## src/usr_pkg.sv

```systemverilog
// Purpose: shared constants and types for the sync receive/command block
// Assumes: 8-bit host bus, both address bits decode data, control, interrupt status and mask
// Notes:   bit layouts follow the usual serial-controller arrangement
package usr_pkg;

    // mode word fields
    localparam int MODE_SYNC_LO   = 0;  // baud field 00 means synchronous
    localparam int MODE_LEN_LO    = 2;  // character length, 2 bits
    localparam int MODE_PEN_BIT   = 4;  // parity enable
    localparam int MODE_EVEN_BIT  = 5;  // even parity
    localparam int MODE_EXT_BIT   = 6;  // external sync detect
    localparam int MODE_SGL_BIT   = 7;  // single sync character

    // command word fields
    localparam int CMD_TXEN_BIT   = 0;  // transmitter enable
    localparam int CMD_DTR_BIT    = 1;  // terminal ready output
    localparam int CMD_RXEN_BIT   = 2;  // receiver enable
    localparam int CMD_ERR_BIT    = 4;  // error reset
    localparam int CMD_RTS_BIT    = 5;  // request to send output
    localparam int CMD_RST_BIT    = 6;  // internal reset
    localparam int CMD_HUNT_BIT   = 7;  // enter hunt

    // status fields
    localparam int ST_TRANSMITTER_READY_BIT   = 0;
    localparam int ST_RECEIVER_READY_BIT   = 1;
    localparam int ST_TXE_BIT     = 2;
    localparam int ST_PE_BIT      = 3;
    localparam int ST_OE_BIT      = 4;
    localparam int ST_FE_BIT      = 5;
    localparam int ST_SYN_BIT     = 6;
    localparam int ST_DSR_BIT     = 7;

    // register offsets on the plain port
    localparam logic [1:0] ADDR_DATA = 2'h0;  // data byte
    localparam logic [1:0] ADDR_CTRL = 2'h1;  // mode/sync/command, status
    localparam logic [1:0] ADDR_IST  = 2'h2;  // interrupt status, w1c
    localparam logic [1:0] ADDR_IMSK = 2'h3;  // interrupt mask

    // interrupt status bit positions
    localparam int IRQ_RX_BIT     = 0;  // character received
    localparam int IRQ_ERR_BIT    = 1;  // parity or overrun
    localparam int IRQ_SYN_BIT    = 2;  // sync found
    localparam int IRQ_W          = 3;

    // reset values and timing
    localparam logic [7:0] CMD_RESET  = 8'h00;
    localparam logic [7:0] MODE_RESET = 8'h00;
    localparam int STATUS_LAG_MAX = 16;  // clock periods, base variant
    localparam int STATUS_LAG     = 2;   // cycles this design actually takes

    // control write sequencing
    typedef enum logic [1:0] {
        USR_SEQ_MODE, USR_SEQ_SYNC1, USR_SEQ_SYNC2, USR_SEQ_CMD
    } usr_seq_t;

    // register bus request
    typedef struct packed {
        logic [1:0] addr;
        logic [7:0] wdata;
        logic       wr;
        logic       rd;
    } usr_bus_t;

    // modem side pin group
    typedef struct packed {
        logic dtr_n;
        logic rts_n;
    } usr_modem_t;

endpackage : usr_pkg

```

## src/usr_rx_shift.sv

```systemverilog
// Purpose: serial receive engine with hunt, parity and character assembly
// Assumes: serial inputs already synchronised; rise is one clock pulse
// Notes:   bits sample on the rising receive clock edge
`timescale 1ns/1ps
module usr_rx_shift (
    // clock and reset
    input  wire logic       sys_clk_in,
    input  wire logic       rst_in,
    // configuration
    input  wire logic [7:0] mode_in,
    input  wire logic [7:0] sync1_in,
    input  wire logic [7:0] sync2_in,
    input  wire logic       hunt_req_in,
    // serial side
    input  wire logic       bit_rise_in,
    input  wire logic       rxd_in,
    input  wire logic       ext_sync_in,
    // results
    output logic            done_out,
    output logic [7:0]      char_out,
    output logic            perr_out,
    output logic            sync_hit_out,
    output logic            hunting_out
);
    import usr_pkg::*;

    logic [7:0] shift_q;      // received bits, newest at top
    logic [3:0] cnt_q;        // bits taken for current character
    logic       hunt_q;       // searching for sync
    logic       second_q;     // checking the second sync character
    logic [3:0] len;          // data bits per character
    logic [3:0] total;        // data plus parity
    logic [7:0] nxt;          // shift register after this bit
    logic [7:0] aligned;      // character shifted down to bit 0
    logic       par_calc;     // xor of data bits
    logic       pen;

    assign pen   = mode_in[MODE_PEN_BIT];
    assign len   = 4'd5 + {2'b00, mode_in[MODE_LEN_LO +: 2]};
    assign total = len + {3'b000, pen};
    assign nxt   = {rxd_in, shift_q[7:1]};

    // justify data to the low bits; unused high bits read zero
    always_comb begin
        aligned = nxt >> (4'd8 - len);
        if (pen && cnt_q + 4'd1 == total) begin
            aligned = shift_q >> (4'd8 - len);
        end
        par_calc = ^aligned;
    end

    ////////////////////////////////////////////////////////////////////////
    // bit assembly and hunt
    always_ff @(posedge sys_clk_in) begin
        done_out     <= 1'b0;
        perr_out     <= 1'b0;
        sync_hit_out <= 1'b0;
        if (rst_in) begin
            shift_q  <= 8'h00;
            cnt_q    <= 4'd0;
            hunt_q   <= 1'b1;
            second_q <= 1'b0;
            char_out <= 8'h00;
        end else if (hunt_req_in) begin
            hunt_q   <= 1'b1;
            second_q <= 1'b0;
            cnt_q    <= 4'd0;
        end else if (hunt_q && mode_in[MODE_EXT_BIT]) begin
            if (ext_sync_in) begin
                hunt_q       <= 1'b0;
                cnt_q        <= 4'd0;
                sync_hit_out <= 1'b1;
            end
        end else if (bit_rise_in) begin
            shift_q <= nxt;
            if (hunt_q && !second_q) begin
                if (aligned == sync1_in) begin
                    cnt_q <= 4'd0;
                    if (mode_in[MODE_SGL_BIT]) begin
                        hunt_q       <= 1'b0;
                        sync_hit_out <= 1'b1;
                    end else begin
                        second_q <= 1'b1;
                    end
                end
            end else if (cnt_q + 4'd1 == total) begin
                cnt_q <= 4'd0;
                if (hunt_q) begin
                    second_q <= 1'b0;
                    if (aligned == sync2_in) begin
                        hunt_q       <= 1'b0;
                        sync_hit_out <= 1'b1;
                    end
                end else begin
                    char_out <= aligned;
                    done_out <= 1'b1;
                    perr_out <= pen &&
                        (rxd_in != (par_calc ^ !mode_in[MODE_EVEN_BIT]));
                end
            end else begin
                cnt_q <= cnt_q + 4'd1;
            end
        end
    end

    assign hunting_out = hunt_q;

endmodule : usr_rx_shift

```

## src/usr_sync_rx.sv

```systemverilog
// Purpose: host-facing control, status and error flags for sync receive
// Assumes: serial pins and receive clock arrive from outside this domain
// Notes:   asynchronous framing is never produced in this build
`timescale 1ns/1ps

// What this block does
// - external sync pin level takes character sync
// - parity and overrun checked as asynchronous
// - framing flag never set in synchronous format
// - hunt bit in command restarts sync search
// - short characters read with zero upper bits
// - later control writes load command register
// - after reset next control write is mode
// - command drives enables, error reset, modem
// - control read returns status byte
// - status DSR bit mirrors the DSR pin
// - status update lag within sixteen clocks
// - parity flag sticky until error reset
// - overrun flag, old character overwritten
// - framing flag only for asynchronous stop
// - ready status bit means buffer empty
// - hunt compares each bit, second sync
// - sync detect raised, cleared on status read
// - receive ready cleared by data read
module usr_sync_rx (
    // clock and reset
    input  wire logic            sys_clk_in,
    input  wire logic            rst_in,
    // register port
    input  wire usr_pkg::usr_bus_t bus_in,
    output logic [7:0]           rdata_out,
    // serial side
    input  wire logic            receive_clock_in,
    input  wire logic            rxd_in,
    input  wire logic            sync_detect_pin_in,
    input  wire logic            dsr_n_in,
    input  wire logic            cts_n_in,
    // pins driven
    output logic                 sync_detect_pin_out,
    output logic                 sync_detect_pin_oe_out,
    output logic                 receiver_ready_out,
    output logic                 transmitter_ready_out,
    output usr_pkg::usr_modem_t  modem_out,
    output logic                 irq_out
);
    import usr_pkg::*;

    ////////////////////////////////////////////////////////////////////////
    // state
    usr_seq_t   seq_q;         // which control word comes next
    logic [7:0] mode_q;        // mode word
    logic [7:0] sync1_q;       // first sync character
    logic [7:0] sync2_q;       // second sync character
    logic [7:0] cmd_q;         // command register
    logic [7:0] data_q;        // received character held for host
    logic       receiver_ready_q;       // character waiting
    logic       txbuf_empty_q; // transmit holding buffer empty
    logic       pe_q;          // parity_error_flag
    logic       oe_q;          // overrun flag
    logic       fe_q;          // framing_flag
    logic       syn_q;         // sync found, cleared on status read
    logic [7:0] status_q;      // status as seen by the host, one cycle late
    logic [7:0] rdata_q;
    logic [IRQ_W-1:0] ist_q;   // interrupt status
    logic [IRQ_W-1:0] imsk_q;  // interrupt mask
    logic       hunt_pulse_q;  // one-cycle hunt request
    logic       rst_int_q;     // internal reset from command

    // two-stage synchronisers for outside inputs
    logic [1:0] rxc_s_q, rxd_s_q, ext_s_q, dsr_s_q, cts_s_q;
    logic       rxc_prev_q;    // last synchronised receive clock

    ////////////////////////////////////////////////////////////////////////
    // decoding
    logic       wr_ctrl, wr_data, rd_ctrl, rd_data, wr_ist, wr_imsk;
    logic       is_sync;
    logic       rise;
    logic       core_rst;
    logic       done, perr, sync_hit, hunting;
    logic [7:0] rx_char;
    logic [7:0] status_now;
    logic [IRQ_W-1:0] events;
    logic       err_reset;

    assign wr_ctrl  = bus_in.wr && bus_in.addr == ADDR_CTRL;
    assign wr_data  = bus_in.wr && bus_in.addr == ADDR_DATA;
    assign rd_ctrl  = bus_in.rd && bus_in.addr == ADDR_CTRL;
    assign rd_data  = bus_in.rd && bus_in.addr == ADDR_DATA;
    assign wr_ist   = bus_in.wr && bus_in.addr == ADDR_IST;
    assign wr_imsk  = bus_in.wr && bus_in.addr == ADDR_IMSK;
    assign is_sync  = mode_q[MODE_SYNC_LO +: 2] == 2'b00;
    // receive clock edge found from the second synchroniser stage only
    assign rise     = rxc_s_q[1] && !rxc_prev_q;
    assign core_rst = rst_in || rst_int_q;
    assign err_reset = wr_ctrl && seq_q == USR_SEQ_CMD &&
                       bus_in.wdata[CMD_ERR_BIT];

    ////////////////////////////////////////////////////////////////////////
    // synchronisers
    always_ff @(posedge sys_clk_in) begin
        if (rst_in) begin
            rxc_s_q    <= 2'b00;
            rxd_s_q    <= 2'b11;
            ext_s_q    <= 2'b00;
            dsr_s_q    <= 2'b11;
            cts_s_q    <= 2'b11;
            rxc_prev_q <= 1'b0;
        end else begin
            rxc_s_q    <= {rxc_s_q[0], receive_clock_in};
            rxd_s_q    <= {rxd_s_q[0], rxd_in};
            ext_s_q    <= {ext_s_q[0], sync_detect_pin_in};
            dsr_s_q    <= {dsr_s_q[0], dsr_n_in};
            cts_s_q    <= {cts_s_q[0], cts_n_in};
            rxc_prev_q <= rxc_s_q[1];
        end
    end

    ////////////////////////////////////////////////////////////////////////
    // receive engine
    usr_rx_shift u_shift (
        .sys_clk_in   (sys_clk_in),
        .rst_in       (core_rst),
        .mode_in      (mode_q),
        .sync1_in     (sync1_q),
        .sync2_in     (sync2_q),
        .hunt_req_in  (hunt_pulse_q),
        .bit_rise_in  (rise && is_sync),
        .rxd_in       (rxd_s_q[1]),
        .ext_sync_in  (ext_s_q[1]),
        .done_out     (done),
        .char_out     (rx_char),
        .perr_out     (perr),
        .sync_hit_out (sync_hit),
        .hunting_out  (hunting)
    );

    ////////////////////////////////////////////////////////////////////////
    // control write sequencing
    always_ff @(posedge sys_clk_in) begin
        hunt_pulse_q <= 1'b0;
        rst_int_q    <= 1'b0;
        if (rst_in || rst_int_q) begin
            seq_q  <= USR_SEQ_MODE;
            cmd_q  <= CMD_RESET;
            if (rst_in) begin
                mode_q  <= MODE_RESET;
                sync1_q <= 8'h00;
                sync2_q <= 8'h00;
            end
        end else if (wr_ctrl) begin
            unique case (seq_q)
                USR_SEQ_MODE: begin
                    mode_q <= bus_in.wdata;
                    seq_q  <= (bus_in.wdata[MODE_SYNC_LO +: 2] == 2'b00)
                              ? USR_SEQ_SYNC1 : USR_SEQ_CMD;
                end
                USR_SEQ_SYNC1: begin
                    sync1_q <= bus_in.wdata;
                    seq_q   <= mode_q[MODE_SGL_BIT] ? USR_SEQ_CMD
                                                    : USR_SEQ_SYNC2;
                end
                USR_SEQ_SYNC2: begin
                    sync2_q <= bus_in.wdata;
                    seq_q   <= USR_SEQ_CMD;
                end
                USR_SEQ_CMD: begin
                    cmd_q        <= bus_in.wdata;
                    hunt_pulse_q <= bus_in.wdata[CMD_HUNT_BIT];
                    rst_int_q    <= bus_in.wdata[CMD_RST_BIT];
                end
            endcase
        end
    end

    ////////////////////////////////////////////////////////////////////////
    // receive data and error flags; sets win over clears
    always_ff @(posedge sys_clk_in) begin
        if (rst_in) begin
            data_q  <= 8'h00;
            receiver_ready_q <= 1'b0;
            pe_q    <= 1'b0;
            oe_q    <= 1'b0;
            fe_q    <= 1'b0;
            syn_q   <= 1'b0;
        end else begin
            if (done && cmd_q[CMD_RXEN_BIT]) begin
                data_q  <= rx_char;
                receiver_ready_q <= 1'b1;
            end else if (rd_data) begin
                receiver_ready_q <= 1'b0;
            end
            if (done && cmd_q[CMD_RXEN_BIT] && receiver_ready_q && !rd_data) begin
                oe_q <= 1'b1;
            end else if (err_reset) begin
                oe_q <= 1'b0;
            end
            if (perr && !hunting) begin
                pe_q <= 1'b1;
            end else if (err_reset) begin
                pe_q <= 1'b0;
            end
            // no stop bit in sync format
            if (err_reset) begin
                fe_q <= 1'b0;
            end
            // set on sync, status read clears
            if (sync_hit) begin
                syn_q <= 1'b1;
            end else if (rd_ctrl) begin
                syn_q <= 1'b0;
            end
        end
    end

    ////////////////////////////////////////////////////////////////////////
    // transmit buffer empty tracking: a data write fills it; the sender
    // is outside this block, so the buffer drains while transmit is on and CTS is low
    always_ff @(posedge sys_clk_in) begin
        if (rst_in) begin
            txbuf_empty_q <= 1'b1;
        end else if (wr_data) begin
            txbuf_empty_q <= 1'b0;
        end else if (cmd_q[CMD_TXEN_BIT] && !cts_s_q[1]) begin
            txbuf_empty_q <= 1'b1;
        end
    end

    assign status_now = {!dsr_s_q[1], syn_q, fe_q, oe_q, pe_q,
                         txbuf_empty_q, receiver_ready_q, txbuf_empty_q};

    ////////////////////////////////////////////////////////////////////////
    // status snapshot and read data, read data one cycle after strobe
    always_ff @(posedge sys_clk_in) begin
        if (rst_in) begin
            status_q <= 8'h00;
            rdata_q  <= 8'h00;
        end else begin
            status_q <= status_now;
            unique case (bus_in.addr)
                ADDR_DATA: rdata_q <= data_q;
                ADDR_CTRL: rdata_q <= status_q;
                ADDR_IST:  rdata_q <= {5'h00, ist_q};
                ADDR_IMSK: rdata_q <= {5'h00, imsk_q};
            endcase
            if (!bus_in.rd) begin
                rdata_q <= 8'h00;
            end
        end
    end

    ////////////////////////////////////////////////////////////////////////
    // interrupt status, write one to clear, set wins
    assign events = {sync_hit, (perr && !hunting) ||
                     (done && receiver_ready_q && cmd_q[CMD_RXEN_BIT] && !rd_data),
                     done && cmd_q[CMD_RXEN_BIT]};

    always_ff @(posedge sys_clk_in) begin
        if (rst_in) begin
            ist_q  <= '0;
            imsk_q <= '0;
            irq_out <= 1'b0;
        end else begin
            ist_q <= events |
                     (ist_q & ~(wr_ist ? bus_in.wdata[IRQ_W-1:0] : '0));
            if (wr_imsk) begin
                imsk_q <= bus_in.wdata[IRQ_W-1:0];
            end
            irq_out <= |(ist_q & imsk_q);
        end
    end

    ////////////////////////////////////////////////////////////////////////
    // pin outputs, all registered
    always_ff @(posedge sys_clk_in) begin
        if (rst_in) begin
            sync_detect_pin_out    <= 1'b0;
            sync_detect_pin_oe_out <= 1'b0;
            receiver_ready_out     <= 1'b0;
            transmitter_ready_out  <= 1'b0;
            modem_out              <= '1;
        end else begin
            // drive only in internal sync mode
            sync_detect_pin_out    <= syn_q;
            sync_detect_pin_oe_out <= is_sync && !mode_q[MODE_EXT_BIT];
            receiver_ready_out     <= receiver_ready_q;
            transmitter_ready_out  <= txbuf_empty_q && !cts_s_q[1] &&
                                      cmd_q[CMD_TXEN_BIT];
            modem_out.dtr_n        <= !cmd_q[CMD_DTR_BIT];
            modem_out.rts_n        <= !cmd_q[CMD_RTS_BIT];
        end
    end

    assign rdata_out = rdata_q;

endmodule : usr_sync_rx

```

## config.mk

```make
export PLATFORM = sky130hd
export DESIGN_NAME = usr_sync_rx
export DESIGN_NICKNAME = d
export VERILOG_FILES = /design/src/usr_pkg.sv /design/src/usr_rx_shift.sv /design/src/usr_sync_rx.sv
export SDC_FILE = /design/constraint.sdc
export NUM_CORES = 1
export LEC_CHECK = 0
export BUFFER_PORTS_ARGS = -buffer_cell sky130_fd_sc_hd__buf_4
export CORE_MARGIN = 3
export CORE_UTILIZATION = 54
export DETAILED_ROUTE_END_ITERATION = 10
export HOLD_SLACK_MARGIN = 0.05
export PLACE_DENSITY = 0.75
export SYNTH_ARGS = -nofsm -noshare
export SYNTH_HDL_FRONTEND = slang
export SYNTH_SLANG_ARGS = --single-unit
export TNS_END_PERCENT = 1
```

## constraint.sdc

```tcl
create_clock -name sys_clk_in -period 4.1 [get_ports sys_clk_in]
set_clock_uncertainty 0.2 [all_clocks]
set_input_delay 1.025 -clock sys_clk_in [delete_from_list [all_inputs] [get_ports sys_clk_in]]
set_output_delay 1.025 -clock sys_clk_in [all_outputs]
set_load 0.02 [all_outputs]
```

## After elaboration in Yosys (flattened, before gate mapping)

Cells that the tools add are included.

| operators by class | value |
|---|---|
| add/sub/neg operators | 4 |
| eq/ne operators | 16 |
| shifts and indexed selects | 2 |
| mux-type cells | 55 |
| bitwise operators | 14 |
| reduce and logical (&&, ||, !) cells | 72 |

Operators by type and width:

| kind | count |
|---|---|
| 2-to-1 mux 8 bit | 11 |
| 2-to-1 mux 1 bit | 34 |
| one-hot mux 8 bit (4 select lines) | 1 |
| logical AND 1 bit | 25 |
| 2-to-1 mux 4 bit | 6 |
| nonzero test 2 bit | 12 |
| equality test 8 bit | 2 |
| >> shifter 8 x 4 -> 8 bit | 2 |
| AND reduction 3 bit | 5 |
| AND reduction 6 bit | 2 |
| logical NOT 1 bit | 10 |
| NOT 1 bit | 9 |
| equality test 2 bit, second input constant | 4 |
| logical NOT 2 bit | 4 |
| inequality test 2 bit, second input constant | 4 |
| parity 8 bit | 1 |
| OR reduction 7 bit | 1 |
| AND 3 bit | 2 |
| inequality test 3 x 2 -> 1 bit, second input constant | 2 |
| one-hot mux 2 bit (3 select lines) | 1 |
| nonzero test 3 bit | 2 |
| OR reduction 3 bit | 2 |
| OR reduction 6 bit | 1 |
| AND reduction 5 bit | 1 |
| other kinds (15) | 19 |

| storage, ports and cells | value |
|---|---|
| register bits | 111 |
| bits of input ports | 19 |
| output and inout bits | 15 |

## Logic depth before layout (Yosys ltp)

Gate-level depths: netlist (run 1).

| logic depth | value |
|---|---|
| depth in word-level cells | 12 |
| mapped depth | 16 |
| gate-level depth less buffers | 13 |

## Cells and area by module

Synthesis (run 1) repeated with hierarchy kept, for this count alone.

| unflattened totals | value |
|---|---|
| cells, all modules | 476 |
| area total of the unflattened synthesis | 4903.5 um^2 |

Modules (own cells, without submodules):

| module | times used | cells each | area an instance (um^2) | seq. area each (um^2) |
|---|---|---|---|---|
| usr_sync_rx | 1 | 238 | 2837.7 | 1861.8 |
| usr_rx_shift | 1 | 238 | 2065.7 | 500.5 |

## Least setup slack after synthesis (run 1)

No wires, ideal clock.

| timing path | value |
|---|---|
| kind | register to register |
| from | reg mode_q[2] |
| to | reg u_shift.hunt_q (netlist: u_shift.hunting_out) |
| setup time | 0.114 ns |
| arrival time | 3.920 ns |
| required time | 3.786 ns |
| slack | -0.134 ns |
| cell stages (with the launch flop) | 17 |
| buffers on the path | 3 |
| period minus slack after synthesis | 4.234 ns |
| cell sequence | edfxtp_1 > buf_2 > buf_2 > inv_1 > ha_1 > fa_1 > and3b_1 > or3_1 > and4_1 > buf_6 > nand2_2 > o2111ai_1 > a211o_1 > a211o_1 > a2111oi_0 > o41ai_1 > a21o_1 |

| between the ends | value |
|---|---|
| word-level cells in the longest chain between the ends | 12 |
| elaborated cells on any way between the ends | 19 |
| classes of those cells | add/sub: 3; eq/ne: 4; shift: 2; mux: 7; reduce/logical: 3 |

RTL lines:

| what | line | source |
|---|---|---|
| from (decl) | usr_sync_rx.sv:51 | `logic [7:0] mode_q;` |
| from (signal assigned) | usr_sync_rx.sv:153 | `mode_q <= bus_in.wdata;` |
| adder 3 x 2 -> 4 bit * | usr_rx_shift.sv:39 | `assign len = 4'd5 + {2'b00, mode_in[MODE_LEN_LO +: 2]};` |
| parallel branches: the longest is 11 deep, another holds subtractor 4 bit | -- |  |
| to (signal assigned) | usr_rx_shift.sv:70 | `hunt_q <= 1'b0;` |
| to (signal assigned) | usr_rx_shift.sv:80 | `hunt_q <= 1'b0;` |
| to (signal assigned) | usr_rx_shift.sv:91 | `hunt_q <= 1'b0;` |
| to (decl) | usr_rx_shift.sv:29 | `logic hunt_q;` |

Every way passes the cells marked *. The select of a mux whose other input is x is not followed.
A chain may end at the register's enable or synchronous reset.

## Worst setup path after layout (run 1)

Same ends and word-level chain as after synthesis.

==> results of run 1 <==
## layout make-up
class	count	area, sq um	area share
clock buffers	10	128	0.0227
repair buffers	48	360	0.0642
clock inverters	6	58.8	0.0105
well taps	108	135	0.0241
flip-flops and latches	106	2360	0.421
multi-input cells	364	2510	0.447
inverters	16	60.1	0.0107
## worst paths after layout
check / cells after the start / endpoint / slack (ns)
hold / removal: 1 / modem_out[1] / 0.21
hold reg to reg: 1 / modem_out[1] / 0.21
setup reg to reg: 13 / u_shift.hunting_out / 0.20
setup / recovery: 13 / u_shift.hunting_out / 0.20
## registers in the layout (all words and copies together) (netlist names), 2 cells and up
register	count
rdata_out	8
dsr_s_q	2
cmd_q	4
sync1_q	8
modem_out	2
u_shift.char_out	8
cts_s_q	2
u_shift.shift_q	8
data_q	8
ist_q	3
imsk_q	3
rxc_s_q	2
u_shift.cnt_q	4
mode_q	8
rxd_s_q	2
ext_s_q	2
sync2_q	8
seq_q	2
status_q	6
## cells in the mapped netlist (12+ instances only)
library cell / instances / area share
xnor2_1: 19 / 0.033
nor2b_1: 18 / 0.023
nor2_1: 56 / 0.042
clkbuf_1: 20 / 0.015
a21oi_1: 33 / 0.033
nand3_1: 12 / 0.012
o21ai_0: 16 / 0.016
inv_1: 16 / 0.012
mux2i_1: 31 / 0.062
edfxtp_1: 24 / 0.14
dfxtp_1: 82 / 0.33
nand2_1: 45 / 0.034
## timing repair
| item | 4_1_cts | 5_1_grt |
|---|---|---|
| resized for setup | 0 | 7 |
| setup buffers | 0 | 5 |
| hold buffers | 0 | 0 |
| endpoints found under the setup margin | 0 | 7 |
## layout by cell type (no fill, tap or decap), drive strengths merged, types with 5 or more instances in the layout
cell type   n
a211oi     11
mux4        5
nor2b      18
nor2       57
clkbuf     10
nand2      46
and2       10
inv        20
mux2        5
mux2i      31
buf        48
a31oi       5
ha          9
or2         8
nand3      12
xnor2      19
nand2b      6
edfxtp     24
nor3        5
a21oi      34
a21o        6
o21ai      16
dfxtp      82
or3         5
## power groups by stage
stage	Combinational [mW]	Clock (mW)	Sequential, mW
floorplan	0.171	0	1.13
CTS	0.236	0.638	1.12
global route	0.267	0.669	1.12
finish	0.245	0.619	1.12
global placement	0.231	0	1.14
detailed placement	0.235	0	1.14
## cell families after synthesis
logic type / Yosys count
AO/OA/AOI/OAI: 102
XOR/XNOR: 23
adder cells (fa/ha/maj): 10
buffers and inverters: 42
flip-flops: 106
multiplexers: 41
AND/OR/NAND/NOR: 188
## per-layer routing
metal,part of all wire,vias up,track usage
li1,-,1874,-
met1,0.47,1845,0.316
met2,0.48,104,0.351
met3,0.043,17,0.0341
met4,0.012,0,0.0585
met5,0,-,0
## metrics by stage
stage / setup WS, ns / instance area (sq um) / total power, mW / setup TNS [ns]
floorplan: 0.0124 / 5000 / 1.30 / 0
global placement: 0.246 / 5350 / 1.37 / 0
finish: 0.204 / 5610 / 1.98 / 0
CTS: 0.0835 / 5540 / 1.99 / 0
detailed placement: 0.120 / 5350 / 1.38 / 0
global route: -0.0106 / 5610 / 2.06 / -0.0190
==> flow_summary.yaml, run 1 <==
yosys:
  avgSynthCellArea_sq_um: 9.72
  syn-num-nets: 541
  synth_top_family_by_area: "simple AND/OR/NAND/NOR gates"
  yosys_warnings: 0
  synth-compound-area-share: 0.142
  synth_fa_ha_area_frac: 0.0267
  synth_seq_area_share: 0.475
  synth_ff_type: "dfxtp_1"
  async_flop_share: 0
  ys_ff_latch: 106
  synth-edff-count: 24
  synthMuxAreaShare: 0.0963
  yosysUniqueCellTypes: 59
  synthSimpleGateAreaFrac: 0.186
  synth_area_sq_um: 4980
  synth_xor_area_frac: 0.0405
  syn_inst: 512
pwr:
  p_switching_mw: 0.545
  power.internal_mw: 1.44
  seqPwrFrac: 0.564
  pwr-share-clk: 0.312
  power_density_nw_per_um2: 353
  p_leak_nw: 2.14
  switching_share: 0.275
  comb_power_share: 0.124
  ir_worst_vdd_uv: 283
global_routing:
  overflow: 0
  grt_max_degree: 47
  grt_pass1_wl_mm: 18.0
  grt_antenna_before_repair: 0
  grt.total_usage: 0.221
  grt_pass1_vias: 3582
worst_setup_path:
  cp-end-kind: "register"
  worst_setup_path_start_kind: "register"
  required_ns: 4.16
  r2r_start: "mode_q[2]"
  crit_path_max_fanout: 9
  crit_buf_inv: 1
  path_delay_family: "compound AO/OA/AOI/OAI gates"
  path_class: "register to register"
  startpoint: "mode_q[2]"
  crit_path_top_delay_cell: "edfxtp_1"
  worst_ep_arrival_time_ns: 3.96
  critical-path-top-cell-by-count: "a211o_1"
  max_stage_delay_ns: 0.42
  crit_chain: "inv_1 -> ha_1 -> fa_1 -> and3b_1 -> or3_1 -> and4_2 -> nand2_2 -> o2111ai_1 -> a211o_1 -> a211o_1 -> a2111oi_2 -> o41ai_1 -> a21o_1"
placed_design:
  hpwl_mm: 8.24
  dp_cells: 637
  portBuffers: 33
  place.gp.congestion: 0.910
routing:
  wl_per_cell_um: 16.9
  vias_per_cell: 5.84
  dr.pass1.iters: 4
  drtIter0Drc: 230
  wl_mm: 11.1
  antenna_left: 0
  drcViolationCount: 0
  via_count: 3840
sta:
  fin_crit_ns: 3.90
  slew_headroom: 0.403
  whs_ns: 0.206
  hold_viol: 0
  max_freq_ghz: 0.257
  drv_slew: 0
  worstMarginPinSlew_ns: 0.894
  setup_violations: 0
  timing.final.crit_share: 0.950
finish:
  area_delta_synth_final_pct: 12.7
  diodes: 0
  final_cells: 658
  final_core_util: 0.634
  layout.nets: 574
  final.fill_count: 739
  layout-drive-gt1-share: 0.184
worst_hold_path:
  hold_path.class: "register to register"
  hp-start: "cmd_q[1]"
cts:
  clockBufferDepth: 2
  cts_buffers: 9
  path_clk_slew_ns: 0.12
  htree_levels: 3
  cts.sinks: 106
  cts_tree: "done"
  worst_skew_pair.late_latency_ns: 0.37
  cts_root_buffer: "clkbuf_8"
outcome:
  status: "finished clean"
floorplan:
  start_util: 0.562
  die_w_um: 102
  die_y_um: 102
  fp-row-count: 34
  ioPinCount: 34
  core_area_sq_um: 8850
  dieArea_sq_um: 10400
flow_run:
  maxCapViolCount: 0
Note: power is estimated with default switching activity, not from simulation.
==> inputs of run 2 (changes only) <==
--- a/config.mk
+++ b/config.mk
@@ -8,10 +8,12 @@
 export BUFFER_PORTS_ARGS = -buffer_cell sky130_fd_sc_hd__buf_4
 export CORE_MARGIN = 3
 export CORE_UTILIZATION = 54
+export CTS_CLUSTER_SIZE = 8
 export DETAILED_ROUTE_END_ITERATION = 10
 export HOLD_SLACK_MARGIN = 0.05
 export PLACE_DENSITY = 0.75
 export SYNTH_ARGS = -nofsm -noshare
 export SYNTH_HDL_FRONTEND = slang
+export SYNTH_HIERARCHICAL = 1
 export SYNTH_SLANG_ARGS = --single-unit
 export TNS_END_PERCENT = 1
==> flow_summary.yaml, run 2 <==
yosys:
  synth_seq_area_share: 0.482
  yosys.area.top_type: "dfxtp_1"
  post-synth-top-count-cell: "dfxtp_1"
  synth_area_sq_um: 4900
  synth_top_family_by_area: "simple AND/OR/NAND/NOR gates"
  synth_xor_area_frac: 0.0515
  synth_ff_type: "dfxtp_1"
  synthTopCellsByArea: "dfxtp_1, edfxtp_1, mux2i_1, nor2_1, nand2_1"
  synthMuxAreaShare: 0.0878
  synth_fa_ha_area_frac: 0.0270
  synth-compound-area-share: 0.115
  syn_inst: 476
  synthSimpleGateAreaFrac: 0.204
  yosys_warnings: 6
  ys_ff_latch: 106
  syn-num-nets: 505
  synth_common_cells: "dfxtp_1, nor2_1, nand2_1"
  avgSynthCellArea_sq_um: 10.3
  synth-edff-count: 24
  async_flop_share: 0
  yosysUniqueCellTypes: 82
  yosys.area.top_type_share: 0.335
cts:
  cts.sinks: 106
  cts_tree: "done"
  worst_skew_pair.late_latency_ns: 0.37
  cts_buffers: 9
  htree_levels: 3
  cts_hold_buffers: 0
  clockBufferDepth: 2
  cts_root_buffer: "clkbuf_8"
  path_clk_slew_ns: 0.11
placed_design:
  portBuffers: 33
  place.gp.congestion: 0.967
  hpwl_mm: 8.20
  dp_cells: 620
floorplan:
  die_w_um: 101
  ioPinCount: 34
  start_util: 0.560
  dieArea_sq_um: 10300
  core_area_sq_um: 8760
  fp-row-count: 34
  die_y_um: 101
routing:
  drcViolationCount: 0
  via_count: 3716
  wl_mm: 11.0
  wl_per_cell_um: 17.3
  drtIter0Drc: 202
  dr.pass1.iters: 5
  antenna_left: 0
  vias_per_cell: 5.82
global_routing:
  overflow: 0
  grt_util_met2: 0.339
  grt_antenna_before_repair: 0
  grt_pass1_wl_mm: 17.9
  grt.total_usage: 0.227
  grt_pass1_vias: 3495
  grt_use_met3: 0.0503
  top_usage_layer: "met2"
  grt_max_degree: 45
  grtUsageMet1: 0.335
worst_setup_path:
  worst_setup_path_start_kind: "register"
  required_ns: 4.16
  crit_path_top_delay_cell: "fa_2"
  worst_ep_arrival_time_ns: 4.20
  path_delay_family: "compound AO/OA/AOI/OAI gates"
  max_stage_delay_ns: 0.62
  path_class: "register to register"
  crit_buf_inv: 1
  crit_chain: "buf_4 -> fa_2 -> xnor2_4 -> nand2_2 -> or3b_4 -> or3_1 -> a221o_1 -> a2111oi_4 -> nand4_1 -> o41a_1 -> o21a_4 -> a211o_1"
  crit_path_max_fanout: 5
  cp-end-kind: "register"
sta:
  rsz0062_at_grt: "true"
  fin_ws_ns: -0.0377
  drv_slew: 0
  fin_tns_setup_ns: -0.0721
  setup_violations: 2
  slew_headroom: 0.511
  hold_viol: 0
  worstMarginPinSlew_ns: 0.724
  fin_crit_ns: 4.14
  max_freq_ghz: 0.242
  timing.final.crit_share: 1.01
finish:
  final_cells: 638
  layout-drive-gt1-share: 0.217
  layout_common_cells: "dfxtp_1, buf_4, nor2_1"
  area_delta_synth_final_pct: 15.1
  layout.nets: 554
  final_common_cell: "dfxtp_1"
  diodes: 0
flow_run:
  maxCapViolCount: 0
worst_hold_path:
  hold_path.class: "register to register"
outcome:
  status: "complete, but fails checks"
  failed_checks: "setup timing"
pwr:
  power_density_nw_per_um2: 360
  ir_worst_vdd_uv: 177
  power.total_mw: 2.03
  p_leak_nw: 2.25
run 2: cell types whose count changed after synthesis, sizes merged, moves of 7 or more:
cell,delta
clkbuf,-15
a21oi,-13
nor3,+7
buf,+9
run 2: worst paths after layout:
kind                         end  slack (ns)  depth (start not counted)       start
max          u_shift/hunting_out       -0.04                         12   mode_q[2]
min                  status_q[7]        0.17                          1  dsr_s_q[1]
max reg2reg  u_shift/hunting_out       -0.04                         12   mode_q[2]
min reg2reg          status_q[7]        0.17                          1  dsr_s_q[1]
run 2: final cells by class:
type | instances | area [sq um]
timing repair buffer | 58 | 435
clock inverter | 6 | 63.8
clock buffer | 10 | 138
fill | 698 | 3120
tap | 108 | 135
multi-input combinational | 338 | 2460
inverter | 12 | 47.5
sequential | 106 | 2360
run 2: logic make-up after synthesis:
family,after synthesis
adder cells (fa/ha/maj),10
XOR/XNOR,25
buffers and inverters,32
flip-flops,106
multiplexers,36
AO/OA/AOI/OAI,77
AND/OR/NAND/NOR,190
run 2: repair_timing:
action | in CTS | in global routing
gates resized for setup | 3 | 6
endpoints found under the setup margin | 4 | 7
setup buffers | 2 | 0
pin swaps | 1 | 1
run 2: through the flow:
| step | instance area [sq um] | hold slack (ns) | setup WS [ns] | utilization |
|---|---|---|---|---|
| after global routing | 5640 | 0.183 | -0.179 | 0.644 |
| after global placement | 5370 | 0.166 | 0.0111 | 0.613 |
| after detailed placement | 5370 | 0.168 | -0.0911 | 0.613 |
| after floorplan | 4950 | 0.163 | -0.219 | - |
| after CTS | 5610 | 0.172 | -0.0428 | 0.640 |
| final | 5640 | 0.165 | -0.0377 | 0.644 |
run 2: power breakdown:
part | internal, mW | switching (mW) | leakage (nW)
logic | 0.126 | 0.146 | 1.24
clock network | 0.256 | 0.388 | 0.100
registers | 1.10 | 0.0219 | 0.909
total | 1.48 | 0.556 | 2.25
run 2: worst reg2reg max path, delay by kind of cell, from the launching register on:
family / cells / cell delay, ns
simple gates: 4 / 1.01
xor+xnor: 1 / 0.12
flops: 1 / 0.46
fa+ha+maj: 1 / 0.62
buf+inv: 1 / 0.17
compound gates: 5 / 1.46
run 2: routing by layer:
layer / vias to the layer above / share of wire / routed length [um]
li1: 1792 / - / -
met3: 15 / 0.053 / 587
met2: 112 / 0.45 / 4970
met5: - / 0 / 0
met1: 1797 / 0.48 / 5330
met4: 0 / 0.013 / 140
==> inputs of run 3 (changes only) <==
--- a/config.mk
+++ b/config.mk
@@ -7,11 +7,12 @@
 export LEC_CHECK = 0
 export BUFFER_PORTS_ARGS = -buffer_cell sky130_fd_sc_hd__buf_4
 export CORE_MARGIN = 3
-export CORE_UTILIZATION = 54
+export CORE_UTILIZATION = 35
+export CTS_BUF_LIST = sky130_fd_sc_hd__clkbuf_8
 export CTS_CLUSTER_SIZE = 8
 export DETAILED_ROUTE_END_ITERATION = 10
+export GPL_ROUTABILITY_DRIVEN = 0
 export HOLD_SLACK_MARGIN = 0.05
-export PLACE_DENSITY = 0.75
 export SYNTH_ARGS = -nofsm -noshare
 export SYNTH_HDL_FRONTEND = slang
 export SYNTH_HIERARCHICAL = 1
==> flow_summary.yaml, run 3 (synthesized netlist as in run 2, its figures left out) <==
worst_hold_path:
  hold_path.class: "register to register"
worst_setup_path:
  path_class: "register to register"
  required_ns: 4.18
  worst_ep_arrival_time_ns: 4.21
  worst_setup_path_start_kind: "register"
  cp-end-kind: "register"
  path_delay_family: "compound AO/OA/AOI/OAI gates"
  max_stage_delay_ns: 0.61
  crit_path_max_fanout: 5
  crit_path_top_delay_cell: "fa_2"
  crit_buf_inv: 1
  crit_chain: "buf_4 -> fa_2 -> xnor2_4 -> nand2_2 -> or3b_4 -> or3_1 -> a221o_1 -> a2111oi_4 -> nand4_1 -> o41a_1 -> o21a_4 -> a211o_1"
cts:
  cts.sinks: 106
  clockBufferDepth: 2
  htree_levels: 3
  path_clk_slew_ns: 0.11
  cts_root_buffer: "clkbuf_8"
  post_cts_buffers: 0
  cts_hold_buffers: 0
  cts_buffers: 9
  worst_skew_pair.late_latency_ns: 0.38
  cts_tree: "done"
sta:
  fin_crit_ns: 4.13
  whs_ns: 0.193
  slew_headroom: 0.563
  max_freq_ghz: 0.242
  drv_slew: 0
  worstMarginPinSlew_ns: 0.647
  timing.final.crit_share: 1.01
  hold_viol: 0
  fin_tns_setup_ns: -0.0863
  rsz0062_at_grt: "true"
  fin_ws_ns: -0.0315
  setup_violations: 4
placed_design:
  hpwl_mm: 8.18
  portBuffers: 33
floorplan:
  ioPinCount: 34
  die_y_um: 124
  core_area_sq_um: 13500
  fp-row-count: 42
  dieArea_sq_um: 15500
  start_util: 0.364
  die_w_um: 124
finish:
  area_delta_synth_final_pct: 15.2
  layout-drive-gt1-share: 0.201
  layout_common_cells: "dfxtp_1, nor2_1, buf_4"
  diodes: 0
  final_common_cell: "dfxtp_1"
  layout.nets: 547
  final.fill_count: 1362
global_routing:
  grt.total_usage: 0.143
  grt_pass1_wl_mm: 18.1
  grt_max_degree: 45
  overflow: 0
  grt_antenna_before_repair: 0
  grt_pass1_vias: 3546
pwr:
  seqPwrFrac: 0.560
  comb_power_share: 0.132
  ir_worst_vdd_uv: 171
  switching_share: 0.267
  p_switching_mw: 0.533
  p_leak_nw: 2.22
  power.internal_mw: 1.46
  pwr-share-clk: 0.308
  power_density_nw_per_um2: 353
routing:
  drcViolationCount: 0
  wl_mm: 11.1
  via_count: 3649
  drtIter0Drc: 227
  antenna_left: 0
  dr.pass1.iters: 7
  vias_per_cell: 5.22
  wl_per_cell_um: 15.8
outcome:
  failed_checks: "setup timing"
  status: "complete, but fails checks"
flow_run:
  maxCapViolCount: 0
## run 3: final cells by class
cell class / instances / area (sq um) / share of cell area
Multi-Input combinational cell: 338 / 2450 / 0.434
Sequential cell: 106 / 2360 / 0.418
Timing Repair Buffer: 51 / 383 / 0.0678
Tap cell: 176 / 220 / 0.0390
Clock buffer: 10 / 138 / 0.0244
Clock inverter: 6 / 47.5 / 0.00841
Inverter: 12 / 47.5 / 0.00841
## run 3: final timing paths
check,cells after the start,slack (ns),end,start
setup / recovery,12,-0.03,u_shift/hunting_out,mode_q[2]
hold / removal,1,0.19,status_q[7],dsr_s_q[1]
setup reg to reg,12,-0.03,u_shift/hunting_out,mode_q[2]
hold reg to reg,1,0.19,status_q[7],dsr_s_q[1]
## run 3: power by group through the flow
stage,sequential (mW),clock (mW),combinational [mW]
CTS,1.12,0.635,0.262
finish,1.12,0.616,0.263
global route,1.12,0.674,0.284
detailed placement,1.14,0,0.257
floorplan,1.14,0,0.185
global placement,1.14,0,0.254
## run 3: through the flow
stage | std cells | worst slack (ns) | util | power [mW] | area [sq um]
6_report | 699 | -0.0315 | 0.420 | 2.00 | 5650
5_1_grt | 699 | -0.147 | 0.420 | 2.08 | 5650
4_1_cts | 699 | -0.0415 | 0.418 | 2.01 | 5630
3_5_place_dp | 683 | -0.0760 | 0.403 | 1.40 | 5420
3_3_place_gp | 683 | 0.00532 | 0.403 | 1.39 | 5420
2_1_floorplan | 476 | -0.219 | - | 1.32 | 4950
## run 3: repair_timing
action | 4_1_cts | 5_1_grt
pin swaps | 1 | 0
resized for setup | 3 | 2
setup endpoints to repair | 4 | 6
## run 3: metal layers
| layer | GRT usage | routed length (um) | vias up |
|---|---|---|---|
| met5 | 0 | 0 | - |
| met4 | 0.0561 | 255 | 0 |
| met3 | 0.0292 | 392 | 21 |
| met2 | 0.215 | 4940 | 87 |
| met1 | 0.203 | 5470 | 1766 |
| li1 | - | - | 1775 |
